===== config.mk =====
export PLATFORM = sky130hd
export DESIGN_NAME = qse_status_top
export DESIGN_NICKNAME = d
export VERILOG_FILES = /design/src/include/qse_pkg.sv /design/src/hw/qse_error_queue.sv /design/src/hw/qse_status_top.sv
export SDC_FILE = /design/constraint.sdc
export NUM_CORES = 1
export LEC_CHECK = 0
export BUFFER_PORTS_ARGS = -buffer_cell sky130_fd_sc_hd__buf_4
export CORE_MARGIN = 8
export CORE_UTILIZATION = 60
export CTS_CLUSTER_DIAMETER = 100
export CTS_CLUSTER_SIZE = 10
export DETAILED_ROUTE_END_ITERATION = 16
export HOLD_SLACK_MARGIN = 0.06
export PLACE_DENSITY = 0.8
export SYNTH_ARGS = -nofsm -noshare
export SYNTH_HDL_FRONTEND = slang
export SYNTH_SLANG_ARGS = --single-unit

===== constraint.sdc =====
create_clock -name clk_sys -period 2.9 [get_ports clk_sys]
set_input_delay 0 -clock clk_sys [delete_from_list [all_inputs] [get_ports clk_sys]]
set_output_delay 0 -clock clk_sys [all_outputs]
set_load 0.005 [all_outputs]

===== src/include/qse_pkg.sv =====
// Shared constants and types for the fault status and error queue block
package qse_pkg;

  // Widths
  localparam int QSE_REG_W = 16;
  localparam int QSE_MSG_W = 8;
  localparam int QSE_ENTRY_W = QSE_REG_W + QSE_MSG_W;
  localparam int QSE_Q_DEPTH = 8;
  localparam int QSE_PTR_W = 3;

  // Fault bit positions
  localparam int QSE_BIT_OVERVOLTAGE = 0;
  localparam int QSE_BIT_OVERCURRENT = 1;
  localparam int QSE_BIT_LOCAL_KEY = 3;
  localparam int QSE_BIT_OVERTEMP = 4;
  localparam int QSE_BIT_OPEN_SENSE = 5;
  localparam int QSE_BIT_OUT2_UNREG = 8;
  localparam int QSE_BIT_INHIBIT = 9;
  localparam int QSE_BIT_MAIN_UNREG = 10;
  localparam int QSE_BIT_OUT2_OVERCURRENT = 12;
  localparam int QSE_BIT_MEAS_OVERLOAD = 14;

  // Register values
  localparam logic [15:0] QSE_USED_BITS = 16'h573b;
  localparam logic [15:0] QSE_WRITE_MASK = 16'h7fff;
  localparam logic [15:0] QSE_FALL_PRESET = 16'h0000;
  localparam logic [15:0] QSE_RISE_PRESET = 16'h7fff;
  localparam logic [15:0] QSE_MASK_PRESET = 16'h0000;
  localparam logic [15:0] QSE_ZERO16 = 16'h0000;

  // Error codes and message identifiers
  localparam logic [15:0] QSE_CODE_NO_ERROR = 16'h0000;
  localparam logic [15:0] QSE_CODE_TOO_MANY = 16'hfea2;
  localparam logic [7:0] QSE_MSG_NO_ERROR = 8'h00;
  localparam logic [7:0] QSE_MSG_TOO_MANY = 8'h01;

  // Version defaults
  localparam logic [15:0] QSE_VERSION_YEAR = 16'h07d0;
  localparam logic [7:0] QSE_VERSION_REV = 8'h00;

  // Host query and command codes
  typedef enum logic [3:0] {
    QSE_CMD_NONE = 4'b0000,
    QSE_CMD_RD_COND = 4'b0001,
    QSE_CMD_RD_EVENT = 4'b0010,
    QSE_CMD_WR_MASK = 4'b0011,
    QSE_CMD_RD_MASK = 4'b0100,
    QSE_CMD_WR_FALL = 4'b0101,
    QSE_CMD_RD_FALL = 4'b0110,
    QSE_CMD_WR_RISE = 4'b0111,
    QSE_CMD_RD_RISE = 4'b1000,
    QSE_CMD_RD_ERROR = 4'b1001,
    QSE_CMD_RD_VERSION = 4'b1010,
    QSE_CMD_CLEAR = 4'b1011,
    QSE_CMD_PRESET = 4'b1100
  } qse_cmd_t;

  // Error queue state
  typedef struct packed {
    logic [QSE_Q_DEPTH-1:0][QSE_ENTRY_W-1:0] mem;
    logic [QSE_PTR_W-1:0] rd_ptr;
    logic [QSE_PTR_W-1:0] wr_ptr;
    logic [QSE_PTR_W:0] count;
  } qse_queue_state_t;

  // Pointer step with wrap
  function automatic logic [QSE_PTR_W-1:0] qse_ptr_step(input logic [QSE_PTR_W-1:0] p,
                                                        input logic up);
    if (up) begin
      qse_ptr_step = p + 3'd1;
    end else begin
      qse_ptr_step = p - 3'd1;
    end
  endfunction

endpackage


===== src/hw/qse_error_queue.sv =====
// First-in first-out store of remote error entries
`timescale 1ns/1ps
module qse_error_queue
  import qse_pkg::*;
(
  // Clock and reset
  input wire logic clk_sys,
  input wire logic reset,
  // Fill side
  input wire logic push,
  input wire logic [QSE_REG_W-1:0] push_code,
  input wire logic [QSE_MSG_W-1:0] push_msg,
  // Drain side
  input wire logic pop,
  input wire logic flush,
  output logic [QSE_REG_W-1:0] head_code,
  output logic [QSE_MSG_W-1:0] head_msg,
  output logic empty
);

  qse_queue_state_t st;
  qse_queue_state_t next_st;
  logic full;
  logic do_pop;

  assign empty = (st.count == '0);
  assign full = (st.count == (QSE_PTR_W+1)'(QSE_Q_DEPTH));
  assign do_pop = pop && !empty;
  assign head_code = st.mem[st.rd_ptr][QSE_ENTRY_W-1:QSE_MSG_W];
  assign head_msg = st.mem[st.rd_ptr][QSE_MSG_W-1:0];

  ////////////////////////////////////////////////////////////////////////
  always_comb begin
    next_st = st;
    if (do_pop) begin
      next_st.rd_ptr = qse_ptr_step(st.rd_ptr, 1'b1);
    end
    if (push && (!full || do_pop)) begin
      next_st.mem[st.wr_ptr] = {push_code, push_msg};
      next_st.wr_ptr = qse_ptr_step(st.wr_ptr, 1'b1);
    end else if (push) begin
      // Newest slot marks the overflow
      next_st.mem[qse_ptr_step(st.wr_ptr, 1'b0)] = {QSE_CODE_TOO_MANY, QSE_MSG_TOO_MANY};
    end
    if (push && !full && !do_pop) begin
      next_st.count = st.count + 4'd1;
    end else if (do_pop && !push) begin
      next_st.count = st.count - 4'd1;
    end
    if (flush) begin
      next_st.rd_ptr = '0;
      next_st.wr_ptr = '0;
      next_st.count = '0;
    end
  end

  ////////////////////////////////////////////////////////////////////////
  always_ff @(posedge clk_sys) begin
    if (reset) begin
      st <= '0;
    end else begin
      st <= next_st;
    end
  end

endmodule


===== src/hw/qse_status_top.sv =====
// Fault condition, event latch, summary and error queue front end
`timescale 1ns/1ps

// Functional notes
// - Event latch holds filtered edges; host cannot write
// - Event read returns value, then clears it
// - Fault flags sit at fixed bit positions
// - Condition read shows live unlatched fault state
// - Host writes summary mask, range 0 to 32767
// - Summary bit is OR of enabled events
// - Falling filter bit captures falling edges
// - Rising filter bit captures rising edges
// - Both filter bits capture either edge
// - No filter bit captures no edge
// - Preset loads falling 0, rising 32767
// - Error queue is FIFO, oldest read first
// - Empty queue read gives code 0, unchanged
// - Overflow puts too-many code in last slot
// - Local panel errors go to display, not queue
// - Version query gives year and revision
module qse_status_top
  import qse_pkg::*;
#(
  parameter logic [15:0] VERSION_YEAR = QSE_VERSION_YEAR,
  parameter logic [7:0] VERSION_REV = QSE_VERSION_REV
)
(
  // Clock and reset
  input wire logic clk_sys,
  input wire logic reset,
  // Fault flag pins
  input wire logic overvoltage_trip,
  input wire logic overcurrent_trip,
  input wire logic front_panel_local_key,
  input wire logic overtemperature_trip,
  input wire logic open_sense_lead,
  input wire logic second_output_unregulated,
  input wire logic remote_inhibit_active,
  input wire logic main_output_unregulated,
  input wire logic second_output_overcurrent,
  input wire logic measurement_overload,
  // Host query port
  input wire logic cmd_valid,
  input wire qse_cmd_t cmd_op,
  input wire logic [QSE_REG_W-1:0] cmd_wdata,
  output logic resp_valid,
  output logic [QSE_REG_W-1:0] resp_data,
  output logic [QSE_MSG_W-1:0] resp_msg,
  // Error reports
  input wire logic err_valid,
  input wire logic err_local,
  input wire logic [QSE_REG_W-1:0] err_code,
  input wire logic [QSE_MSG_W-1:0] err_msg,
  // Front panel display path
  output logic disp_valid,
  output logic [QSE_REG_W-1:0] disp_code,
  output logic [QSE_MSG_W-1:0] disp_msg,
  // Status byte summary
  output logic fault_summary_bit
);

  ////////////////////////////////////////////////////////////////////////
  // State

  typedef struct packed {
    logic [QSE_REG_W-1:0] sync1;
    logic [QSE_REG_W-1:0] sync2;
    logic [QSE_REG_W-1:0] cond_prev;
    logic [QSE_REG_W-1:0] fault_event_latch;
    logic [QSE_REG_W-1:0] fault_summary_mask;
    logic [QSE_REG_W-1:0] fault_falling_edge_filter;
    logic [QSE_REG_W-1:0] fault_rising_edge_filter;
    logic summary;
    logic resp_valid;
    logic [QSE_REG_W-1:0] resp_data;
    logic [QSE_MSG_W-1:0] resp_msg;
    logic disp_valid;
    logic [QSE_REG_W-1:0] disp_code;
    logic [QSE_MSG_W-1:0] disp_msg;
  } qse_top_state_t;

  qse_top_state_t st;
  qse_top_state_t next_st;

  logic [QSE_REG_W-1:0] fault_pins;
  logic [QSE_REG_W-1:0] fault_condition_live;
  logic [QSE_REG_W-1:0] rise_seen;
  logic [QSE_REG_W-1:0] fall_seen;
  logic [QSE_REG_W-1:0] edge_set;
  logic is_cmd_rd_event;
  logic is_cmd_rd_error;
  logic is_cmd_clear;
  logic q_push;
  logic q_pop;
  logic q_empty;
  logic [QSE_REG_W-1:0] q_head_code;
  logic [QSE_MSG_W-1:0] q_head_msg;

  ////////////////////////////////////////////////////////////////////////
  // Fault pin placement

  always_comb begin
    fault_pins = QSE_ZERO16;
    fault_pins[QSE_BIT_OVERVOLTAGE] = overvoltage_trip;
    fault_pins[QSE_BIT_OVERCURRENT] = overcurrent_trip;
    fault_pins[QSE_BIT_LOCAL_KEY] = front_panel_local_key;
    fault_pins[QSE_BIT_OVERTEMP] = overtemperature_trip;
    fault_pins[QSE_BIT_OPEN_SENSE] = open_sense_lead;
    fault_pins[QSE_BIT_OUT2_UNREG] = second_output_unregulated;
    fault_pins[QSE_BIT_INHIBIT] = remote_inhibit_active;
    fault_pins[QSE_BIT_MAIN_UNREG] = main_output_unregulated;
    fault_pins[QSE_BIT_OUT2_OVERCURRENT] = second_output_overcurrent;
    fault_pins[QSE_BIT_MEAS_OVERLOAD] = measurement_overload;
  end

  // Live condition after synchroniser
  assign fault_condition_live = st.sync2 & QSE_USED_BITS;

  ////////////////////////////////////////////////////////////////////////
  // Transition filters

  // Compare with the value one clock earlier
  assign rise_seen = fault_condition_live & ~st.cond_prev;
  assign fall_seen = ~fault_condition_live & st.cond_prev;

  // Each polarity gated by its own filter; both or none follow
  assign edge_set = (rise_seen & st.fault_rising_edge_filter)
    | (fall_seen & st.fault_falling_edge_filter);

  ////////////////////////////////////////////////////////////////////////
  // Command decode

  assign is_cmd_rd_event = cmd_valid && (cmd_op == QSE_CMD_RD_EVENT);
  assign is_cmd_rd_error = cmd_valid && (cmd_op == QSE_CMD_RD_ERROR);
  assign is_cmd_clear = cmd_valid && (cmd_op == QSE_CMD_CLEAR);

  // Panel errors bypass the remote queue
  assign q_push = err_valid && !err_local;
  // Empty queue is left alone
  assign q_pop = is_cmd_rd_error && !q_empty;

  ////////////////////////////////////////////////////////////////////////
  // Error queue

  qse_error_queue u_queue (
    .clk_sys(clk_sys),
    .reset(reset),
    .push(q_push),
    .push_code(err_code),
    .push_msg(err_msg),
    .pop(q_pop),
    .flush(is_cmd_clear),
    .head_code(q_head_code),
    .head_msg(q_head_msg),
    .empty(q_empty)
  );

  ////////////////////////////////////////////////////////////////////////
  // Next state

  always_comb begin
    next_st = st;

    // Two-stage pin synchroniser
    next_st.sync1 = fault_pins;
    next_st.sync2 = st.sync1;
    next_st.cond_prev = fault_condition_live;

    // Clearing read or status clear first, then new edges win
    if (is_cmd_rd_event || is_cmd_clear) begin
      next_st.fault_event_latch = QSE_ZERO16;
    end
    next_st.fault_event_latch = next_st.fault_event_latch | edge_set;

    // Host writes
    if (cmd_valid) begin
      case (cmd_op)
        QSE_CMD_WR_MASK: begin
          next_st.fault_summary_mask = cmd_wdata & QSE_WRITE_MASK;
        end
        QSE_CMD_WR_FALL: begin
          next_st.fault_falling_edge_filter = cmd_wdata & QSE_WRITE_MASK;
        end
        QSE_CMD_WR_RISE: begin
          next_st.fault_rising_edge_filter = cmd_wdata & QSE_WRITE_MASK;
        end
        QSE_CMD_PRESET: begin
          next_st.fault_falling_edge_filter = QSE_FALL_PRESET;
          next_st.fault_rising_edge_filter = QSE_RISE_PRESET;
          next_st.fault_summary_mask = QSE_MASK_PRESET;
        end
        default: begin
        end
      endcase
    end

    // Summary from enabled event bits
    next_st.summary = |(next_st.fault_event_latch & next_st.fault_summary_mask);

    // Host answers
    next_st.resp_valid = 1'b0;
    next_st.resp_data = QSE_ZERO16;
    next_st.resp_msg = QSE_MSG_NO_ERROR;
    if (cmd_valid) begin
      case (cmd_op)
        QSE_CMD_RD_COND: begin
          next_st.resp_valid = 1'b1;
          next_st.resp_data = fault_condition_live;
        end
        QSE_CMD_RD_EVENT: begin
          next_st.resp_valid = 1'b1;
          next_st.resp_data = st.fault_event_latch;
        end
        QSE_CMD_RD_MASK: begin
          next_st.resp_valid = 1'b1;
          next_st.resp_data = st.fault_summary_mask;
        end
        QSE_CMD_RD_FALL: begin
          next_st.resp_valid = 1'b1;
          next_st.resp_data = st.fault_falling_edge_filter;
        end
        QSE_CMD_RD_RISE: begin
          next_st.resp_valid = 1'b1;
          next_st.resp_data = st.fault_rising_edge_filter;
        end
        QSE_CMD_RD_ERROR: begin
          next_st.resp_valid = 1'b1;
          if (q_empty) begin
            next_st.resp_data = QSE_CODE_NO_ERROR;
            next_st.resp_msg = QSE_MSG_NO_ERROR;
          end else begin
            next_st.resp_data = q_head_code;
            next_st.resp_msg = q_head_msg;
          end
        end
        QSE_CMD_RD_VERSION: begin
          next_st.resp_valid = 1'b1;
          next_st.resp_data = VERSION_YEAR;
          next_st.resp_msg = VERSION_REV;
        end
        QSE_CMD_WR_MASK, QSE_CMD_WR_FALL, QSE_CMD_WR_RISE,
        QSE_CMD_CLEAR, QSE_CMD_PRESET: begin
          next_st.resp_valid = 1'b1;
        end
        default: begin
        end
      endcase
    end

    // Panel errors shown at once
    next_st.disp_valid = err_valid && err_local;
    if (err_valid && err_local) begin
      next_st.disp_code = err_code;
      next_st.disp_msg = err_msg;
    end
  end

  ////////////////////////////////////////////////////////////////////////
  // Registers

  always_ff @(posedge clk_sys) begin
    if (reset) begin
      st <= '0;
      st.fault_falling_edge_filter <= QSE_FALL_PRESET;
      st.fault_rising_edge_filter <= QSE_RISE_PRESET;
      st.fault_summary_mask <= QSE_MASK_PRESET;
    end else begin
      st <= next_st;
    end
  end

  ////////////////////////////////////////////////////////////////////////
  // Outputs

  assign resp_valid = st.resp_valid;
  assign resp_data = st.resp_data;
  assign resp_msg = st.resp_msg;
  assign disp_valid = st.disp_valid;
  assign disp_code = st.disp_code;
  assign disp_msg = st.disp_msg;
  assign fault_summary_bit = st.summary;

endmodule


* After elaboration in Yosys (flattened, before gate mapping)
Cells that the tools add are included.
** Cells by class
- $add $sub $neg :: 5
- $mul :: 0
- Div/mod/pow operators :: 0
- Order comparisons :: 5
- Equality and inequality tests :: 13
- Shift-type cells :: 0
- Mux-type cells :: 21
- Bitwise logic cells :: 14
- Reduce and logical (&&, ||, !) cells :: 32
** Operator list (count)
- 2-to-1 mux 192 bit :: 2
- bitwise mux 192 bit :: 1
- demux 24 bit (select 3 bit) :: 2
- one-hot mux 16 bit (7 select lines) :: 1
- AND 104 bit :: 1
- NOT 104 bit :: 1
- 2-to-1 mux 24 bit :: 4
- one-hot mux 16 bit (2 select lines) :: 3
- OR 88 bit :: 1
- binary-select mux 24 bit (select 3 bit) :: 1
- AND 16 bit :: 4
- 2-to-1 mux 48 bit :: 1
- OR 16 bit :: 2
- == test 4 bit, second input constant :: 6
- AND 15 x 16 -> 16 bit :: 1
- == test 4 x 3 -> 1 bit, second input constant :: 4
- 2-to-1 mux 16 bit :: 1
- NOT 15 -> 16 bit :: 1
- NOT 16 bit :: 1
- OR reduction 16 bit :: 1
- logical AND 1 bit :: 13
- < comparator 3 x 4 -> 1 bit, second input constant :: 3
- OR reduction 12 bit :: 1
- == test 4 x 2 -> 1 bit, second input constant :: 2
- other kinds (17) :: 32
** Storage, ports and cells
- Register bits :: 358
- Bits in latches :: 0
- Memory bits (writable) :: 0
- Bits in read-only memories :: 0
- Output and inout port bits :: 51
- Word-level logic and storage cells :: 116
- Memories kept :: 0

* Longest topological paths before layout
Gate-level depths: netlist of run 1.
- Depth after elaboration :: 15
- Depth in mapped cells :: 10
- Mapped depth without buffers :: 10

* Modules after synthesis
A second synthesis of run 1 with hierarchy kept.
** Second synthesis, totals
- Cells, all modules :: 1497
- Area, all modules :: 14508.9 µm²
** By module, submodules not included
- qse_error_queue :: instances 1, cells each 870, area each 8757.1 µm², seq. area each 4043.9 µm²
- qse_status_top :: instances 1, cells each 627, area each 5751.8 µm², seq. area each 2862.7 µm²

* Worst setup path after synthesis of run 1
No wires, ideal clock.
- Path type :: register to register
- Start point :: reg u_queue.st[3] (netlist name)
- End point :: reg u_queue.st[3] (netlist name)
- Arrival time :: 2.189 ns
- Data required time :: 2.755 ns
- Setup slack :: 0.566 ns
- Stages on the path, launching flop included :: 10
- Buffers on the path :: 0
- Path through :: dfxtp_1 -> nor4_1 -> nor3_1 -> nand3b_1 -> ha_1 -> a21o_1 -> a21oi_1 -> nand3_1 -> a32oi_1 -> a21oi_1
** On the way
- Cells in the longest elaborated chain, start to end :: 7
- Elaborated cells between the ends (all ways) :: 15
- Those cells by class :: add/sub (2); eq/ne (1); mux (2); reduce/logical (10)
** Ends and longest elaborated chain
- start: declaration :: RTL line qse_error_queue.sv:21 : qse_queue_state_t st;
- start signal: assignment :: RTL line qse_error_queue.sv:62 : st <= next_st;
- parallel branches: the longest is 7 deep, another holds subtractor 4 x 1 -> 4 bit
Parallel ways; which one is timed is not known. The select of a mux whose other input is x is not followed.
A chain may end at the register's enable or synchronous reset.

* Worst setup path after layout of run 1
Ends and elaborated chain as after synthesis.

==> results of run 1 <==
sequential cells by signal, summed over array words and instances (netlist names):
| register | flops |
|---|---|
| disp_code | 16 |
| next_st | 10 |
| u_queue.st | 202 |
| resp_valid | 1 |
| resp_data | 16 |
| disp_valid | 1 |
| fault_condition_live | 10 |
| fault_summary_bit | 1 |
| resp_msg | 8 |
| st | 72 |
| disp_msg | 8 |
cell usage in the layout, fill, tap and decap left out, drive strengths merged, types with 2 or more instances in the layout:
master,n
a21boi,2
a21o,3
a21oi,162
a222oi,10
a22oi,54
a31oi,88
and2,7
and3,4
and4,2
buf,152
clkbuf,44
dfxtp,345
dlygate4sd3,57
ha,5
inv,2
mux2,16
mux2i,23
mux4,48
nand2,339
nand2b,22
nand3,101
nand3b,25
nand4,7
nor2,80
nor2b,36
nor3,9
nor4b,3
nor4bb,2
o211ai,4
o21ai,16
o22ai,19
or2,3
or3,3
xnor2,3
xor2,5
layer usage:
| layer | global-route usage, % | up-vias |
|---|---|---|
| met3 | 6.53 | 172 |
| met5 | 0 | - |
| met2 | 46.6 | 911 |
| met4 | 13.6 | 2 |
| li1 | - | 5842 |
| met1 | 34.3 | 6250 |
cells in the mapped netlist (3+ instances only):
cell type / n / area share, %
and3_1: 4 / 0.17
mux4_2: 48 / 7.3
a22oi_1: 54 / 2.7
buf_1: 3 / 0.076
xnor2_1: 3 / 0.18
nor2_1: 80 / 2.0
mux2_2: 16 / 1.2
and2_1: 7 / 0.30
buf_2: 28 / 0.95
nand2_1: 339 / 8.6
nand2b_1: 22 / 0.93
clkbuf_1: 108 / 2.7
buf_6: 5 / 0.38
nor2b_1: 36 / 1.5
nand3_1: 101 / 3.4
nor3_1: 4 / 0.14
o21ai_0: 14 / 0.47
or3_1: 3 / 0.13
ha_1: 5 / 0.42
nand4_1: 7 / 0.30
xor2_1: 5 / 0.30
o211ai_1: 4 / 0.20
o22ai_1: 19 / 0.80
nor3_2: 5 / 0.34
a31oi_1: 87 / 3.7
a21o_1: 3 / 0.15
buf_4: 58 / 2.9
nor4b_2: 3 / 0.30
a222oi_1: 10 / 0.68
nand3b_1: 25 / 1.3
a21oi_1: 162 / 5.5
dfxtp_1: 345 / 47
mux2i_1: 23 / 1.6
worst max-delay path, delay by kind of cell (launching register included):
family | cells | cell delay, ns
compound gates | 4 | 0.73
fa+ha+maj | 1 | 0.33
flops | 1 | 0.38
simple gates | 4 | 1.00
per-stage QoR:
step	util (%)	setup WS, ns	area, um2	hold slack, ns	power [mW]
floorplan	-	0.566	14800	0.128	5.45
global placement	63.3	0.475	15300	0.215	5.66
detailed placement	63.3	0.401	15300	0.217	5.67
CTS	70.1	0.360	17000	0.0862	10.0
global route	70.1	0.131	17000	0.144	10.3
finish	70.1	0.294	17000	0.123	10.0
power by group:
group          internal (mW)  leakage (nW)  switching [mW]
registers               4.84          2.79          0.0684
logic                  0.309          2.52           0.444
clock network           2.55         0.526            1.84
kinds of logic (layout without fill, tap and decap cells):
family / Yosys count / after routing / share of synthesized area, %
buffers and inverters: 206 / 257 / 7.27
adder cells (fa/ha/maj): 6 / 6 / 0.558
flip-flops: 345 / 345 / 46.7
AND/OR/NAND/NOR: 647 / 647 / 20.0
multiplexers: 87 / 87 / 10.1
XOR/XNOR: 8 / 8 / 0.474
AO/OA/AOI/OAI: 364 / 364 / 14.9
worst min-delay path by stage:
| stage | endpoint | from |
|---|---|---|
| 4_1_cts | u_queue.st[5] | err_local |
| 3_5_place_dp | next_st[132] | overcurrent_trip |
| 6_report | u_queue.st[5] | err_local |
| 5_1_grt | u_queue.st[5] | err_local |
| 2_1_floorplan | next_st[131] | overvoltage_trip |
| 3_3_place_gp | next_st[145] | measurement_overload |
final cells by class:
class / count / area (um2) / share of cell area (%)
well taps: 324 / 405 / 2.39
multi-input cells: 1112 / 6810 / 40.1
clock inverters: 2 / 23.8 / 0.140
inverters: 2 / 7.51 / 0.0442
flip-flops and latches: 345 / 6910 / 40.7
clock buffers: 43 / 1050 / 6.21
repair buffers: 210 / 1780 / 10.4
==> metrics.md, run 1 <==
| Metric | Value |
|---|---|
| Status | `completed` |
| Cell mode on critical path | `a21oi_1` |
| First-pass GRT wire length | `69.2 mm` |
| Residual DRC | `0` |
| Max H-tree Level | `2` |
| Ys async rst share | `0%` |
| Setup Total Neg Slack | `0 ns` |
| Die area | `29900 um2` |
| Endpoints failing setup | `0` |
| TritonRoute pass-1 iters | `8` |
| Worst Setup Start Kind | `register` |
| Power Dens Cells | `591 nW/um2` |
| CTS hold repair buffers | `57` |
| Hold Crit Class | `in2reg` |
| WS Path Type | `reg2reg` |
| Slowest CP cell | `nor4_1` |
| Reg2reg start | `u_queue.st[3]` |
| FP Rows | `57` |
| Total GRT Usage | `28.2%` |
| Hpwl dp | `25.8 mm` |
| Buffer count from post-CTS setup fixing | `0` |
| Iter 0 DRT Violations | `2047` |
| Total number of vias | `13200` |
| Syn Std Cell Area | `14800 um2` |
| Yosys warns | `0` |
| #FFs+latches synth | `345` |
| Finished Layout Cells | `2038` |
| Clk Latency, worst-skew pair | `0.53 ns` |
| CTS tree | `yes` |
| Ports | `110` |
| Required time of the worst setup path | `3.27 ns` |
| Slew headroom | `38.4%` |
| Placed Cells | `1936` |
| Max-cap viol count | `0` |
| Diodes inserted | `0` |
| Max incr delay on CP | `0.48 ns` |
| CP cell instances | `nor4_1, nor3_1, nand3b_1, ha_1, a21o_1, a21oi_1, nand3_1, a32oi_1, a21oi_1` |
| Worst setup path endpoint | `u_queue.st[3]` |
| Primary FF master, synth | `dfxtp_1` |
| DR vias/cell | `6.47` |
| Pins Over Slew Limit | `0` |
| Met2 WL post-DR | `20.8 mm` |
| Worst-case reg-to-reg path depth | `9` |
| Synth cell types | `56` |
| Maximum vdd drop | `0.000558 V` |
| Die Wd | `173 um` |
| Post-synth EDFFs | `0` |
| Routed length per instance | `21.9 um` |
| Initial Utilization | `61.0%` |
| Sequential fraction of the synthesis area | `46.7%` |
| DR top layer | `met5` |
| Leakage | `5.85 nW` |
| Fin. Hold Viols | `0` |
| Unrepaired setup endpoints after global routing | `false` |
| Share of post-route cells with drive strength above 1 | `16.1%` |
| Grt ovf | `0` |
| CTS Buffer Depth | `3` |
| Maximum clock rate | `0.384 GHz` |
| Sink Count | `345` |
| Clock period minus final worst setup slack | `2.61 ns` |
| Final Wtd Congestion | `0.877` |
| CORE AREA | `24200 um2` |
| Hold-critical path depth | `5` |
| Crit. End Element | `register` |
| R2R setup slack | `0.29 ns` |
| Met3 Wirelength | `5.26 mm` |
| Setup Skew | `0.0158 ns` |
| Largest net degree at the start of global routing | `198` |
| CP Max Fanout | `7` |
| Clock slew at reported path FFs | `0.06 ns` |
| Clk root buf | `clkbuf_16` |
| Die height | `173 um` |
| CTS Buf Count | `40` |
| Met1 WL | `16.5 mm` |
| Input/output buffers | `108` |
| Layout area overhead | `14.8%` |
| NumNets Final | `1776` |
| Antenna violations before repair | `1` |
| Arrival time at the worst endpoint | `2.97 ns` |
| Start point of the critical path | `u_queue.st[3]` |
| R2R Path End | `u_queue.st[3]` |
| Avg Cell Area, Syn | `8.90 um2` |
| Resized cells post-CTS | `0` |
| Mapped Nets | `1728` |
| Gate Count Post-Synth | `1663` |
| Worst Tran Pin Value | `0.921 ns` |
| Routed WL | `44.5 mm` |
| Vias in the first global route | `13000` |
| Routed Antenna Nets | `0` |
| Final worst path period share | `89.9%` |
| Layout fillers | `1804` |
Note: power is estimated with default switching activity, not from simulation.
==> inputs of run 2 (changes only) <==
--- a/config.mk
+++ b/config.mk
@@ -7,12 +7,11 @@
 export LEC_CHECK = 0
 export BUFFER_PORTS_ARGS = -buffer_cell sky130_fd_sc_hd__buf_4
 export CORE_MARGIN = 8
-export CORE_UTILIZATION = 60
+export CORE_UTILIZATION = 31
 export CTS_CLUSTER_DIAMETER = 100
 export CTS_CLUSTER_SIZE = 10
 export DETAILED_ROUTE_END_ITERATION = 16
 export HOLD_SLACK_MARGIN = 0.06
-export PLACE_DENSITY = 0.8
 export SYNTH_ARGS = -nofsm -noshare
 export SYNTH_HDL_FRONTEND = slang
 export SYNTH_SLANG_ARGS = --single-unit
==> run 2 against run 1 <==
Net effect: cell area rose by 3.6%; critical path depth did not move; total power rose by 1.2%; via count fell by 3.2%; critical path type is now in2reg; core utilization fell by 33 points; sequential share of layout area fell by 1.4 points; largest power group unchanged; die area rose by 84%; largest cell class unchanged.
==> metrics.md, run 2 (synthesis results as in run 1) <==
| Metric | Value |
|---|---|
| Total number of vias | `12800` |
| Maximum vdd drop | `0.000426 V` |
| Routed length per instance | `20.4 um` |
| Diodes inserted | `0` |
| Hold-critical path depth | `5` |
| Met3 Wirelength | `4.21 mm` |
| Grt ovf | `0` |
| Final Wtd Congestion | `0.812` |
| Clk root buf | `clkbuf_16` |
| CTS Buffer Depth | `3` |
| Required time of the worst setup path | `3.35 ns` |
| CORE AREA | `47400 um2` |
| DR vias/cell | `5.42` |
| Clock period minus final worst setup slack | `2.68 ns` |
| Die Wd | `234 um` |
| Leakage | `5.98 nW` |
| Slew headroom | `15.5%` |
| Sink Count | `345` |
| Hpwl dp | `30.1 mm` |
| Buffer count from post-CTS setup fixing | `0` |
| Crit. End Element | `register` |
| FP Rows | `80` |
| Setup Total Neg Slack | `0 ns` |
| First-pass GRT wire length | `73.1 mm` |
| Share of post-route cells with drive strength above 1 | `16.3%` |
| Clk Latency, worst-skew pair | `0.54 ns` |
| Commonest cells after routing, fill and taps aside | `dfxtp_1, nand2_1, a21oi_1` |
| Top Registers | `u_queue.st x202, st x72` |
| Setup Skew | `0.0172 ns` |
| Arrival time at the worst endpoint | `3.14 ns` |
| Start point of the critical path | `cmd_op[2]` |
| Met1 WL | `20.6 mm` |
| NumNets Final | `1799` |
| Vias in the first global route | `12500` |
| P_sw | `2.42 mW` |
| Met2 WL post-DR | `21.9 mm` |
| R2R Path End | `u_queue.st[200]` |
| WHS | `0.138 ns` |
| Endpoints failing setup | `0` |
| Worst-case reg-to-reg path depth | `7` |
| Total GRT Usage | `17.0%` |
| Initial Utilization | `31.2%` |
| DR top layer | `met4` |
| Clock share of power | `44.1%` |
| Pint | `7.75 mW` |
| Routed Antenna Nets | `0` |
| Largest net degree at the start of global routing | `218` |
| WS Path Type | `in2reg` |
| Max-cap viol count | `0` |
| Fin. Hold Viols | `0` |
| Hold Crit Class | `in2reg` |
| Worst Tran Pin Value | `1.26 ns` |
| Max FFs per register | `202` |
| TritonRoute pass-1 iters | `5` |
| Unrepaired setup endpoints after global routing | `false` |
| CP Max Fanout | `18` |
| Die height | `234 um` |
| Comb pwr share | `7.7%` |
| Iter 0 DRT Violations | `1420` |
| Maximum clock rate | `0.372 GHz` |
| Max H-tree Level | `2` |
| Final worst path period share | `92.6%` |
| Ports | `110` |
| CTS tree | `yes` |
| Most common cell after layout, fill and taps aside | `dfxtp_1` |
| Reg with most FFs | `u_queue.st` |
| Residual DRC | `0` |
| Layout area overhead | `19.0%` |
| Pins Over Slew Limit | `0` |
| Worst setup path endpoint | `u_queue.st[200]` |
| Routed WL | `47.9 mm` |
| Clock slew at reported path FFs | `0.06 ns` |
| Sw frac | `23.8%` |
| CTS Buf Count | `40` |
| Status | `completed` |
| Input/output buffers | `108` |
| Power Dens Cells | `578 nW/um2` |
| Antenna violations before repair | `0` |
| Die area | `55000 um2` |
| R2R setup slack | `0.25 ns` |
| Reg2reg start | `u_queue.st[0]` |
| Worst Setup Start Kind | `input port` |
| Reg power frac | `48.2%` |
==> run 2: cell types whose count changed in the layout (fill, tap and decap cells not counted), moves of 2 or more <==
cell           previous run  this run
inv_6                     0         2
buf_4                   148       152
dlygate4sd3_1            57        73
buf_12                    4         7
==> run 2: worst min-delay path by stage <==
stage,startpoint,endpoint,slack (ns)
floorplan,overvoltage_trip,next_st[131],0.13
global placement,remote_inhibit_active,next_st[140],0.21
detailed placement,overvoltage_trip,next_st[131],0.22
CTS,err_local,u_queue.st[5],0.11
global route,err_local,u_queue.st[5],0.20
finish,err_local,u_queue.st[5],0.14
==> run 2: metrics by stage <==
step / setup WS (ns) / cell area (um2) / std cells / utilization, % / power (mW)
after floorplan: 0.566 / 14800 / 1663 / - / 5.45
after global placement: 0.259 / 15800 / 2234 / 33.3 / 5.69
after detailed placement: 0.294 / 15800 / 2234 / 33.3 / 5.70
after CTS: 0.110 / 17600 / 2353 / 37.1 / 10.3
after global routing: 0.0532 / 17600 / 2353 / 37.1 / 10.5
final: 0.215 / 17600 / 2353 / 37.1 / 10.2
==> run 2: worst max-delay path, stage by stage <==
cell           delay (ns)
dlygate4sd3_1        0.53
buf_4                0.20
nand3b_1             0.24
nor2_1               0.27
o21ai_2              0.20
nor3_2               1.02
buf_4                0.41
nand2_1              0.09
a31oi_1              0.17
==> run 2: area by class of cell <==
class	count	area (um2)
clock inverters	3	47.5
well taps	615	769
multi-input cells	1112	6810
clock buffers	43	1030
flip-flops and latches	345	6910
inverters	2	7.51
fillers	4787	29800
repair buffers	233	2030
==> run 2: per-layer routing <==
metal,vias up,GRT usage [%]
met5,-,0
met4,0,5.08
met3,88,4.18
met2,544,27.1
met1,6223,22.5
li1,5902,-
==> run 2: power by group through the flow <==
stage,Clock (mW),Combinational (mW),Sequential [mW]
after detailed placement,0,0.698,5.01
final,4.48,0.779,4.91
after floorplan,0,0.470,4.98
after CTS,4.59,0.776,4.90
after global routing,4.78,0.845,4.91
after global placement,0,0.688,5.00
==> run 2: what timing repair did <==
item	4_1_cts	5_1_grt
hold buffers	73	0
setup endpoints to repair	0	2
endpoints found under the hold margin	307	0
gates resized for setup	0	1
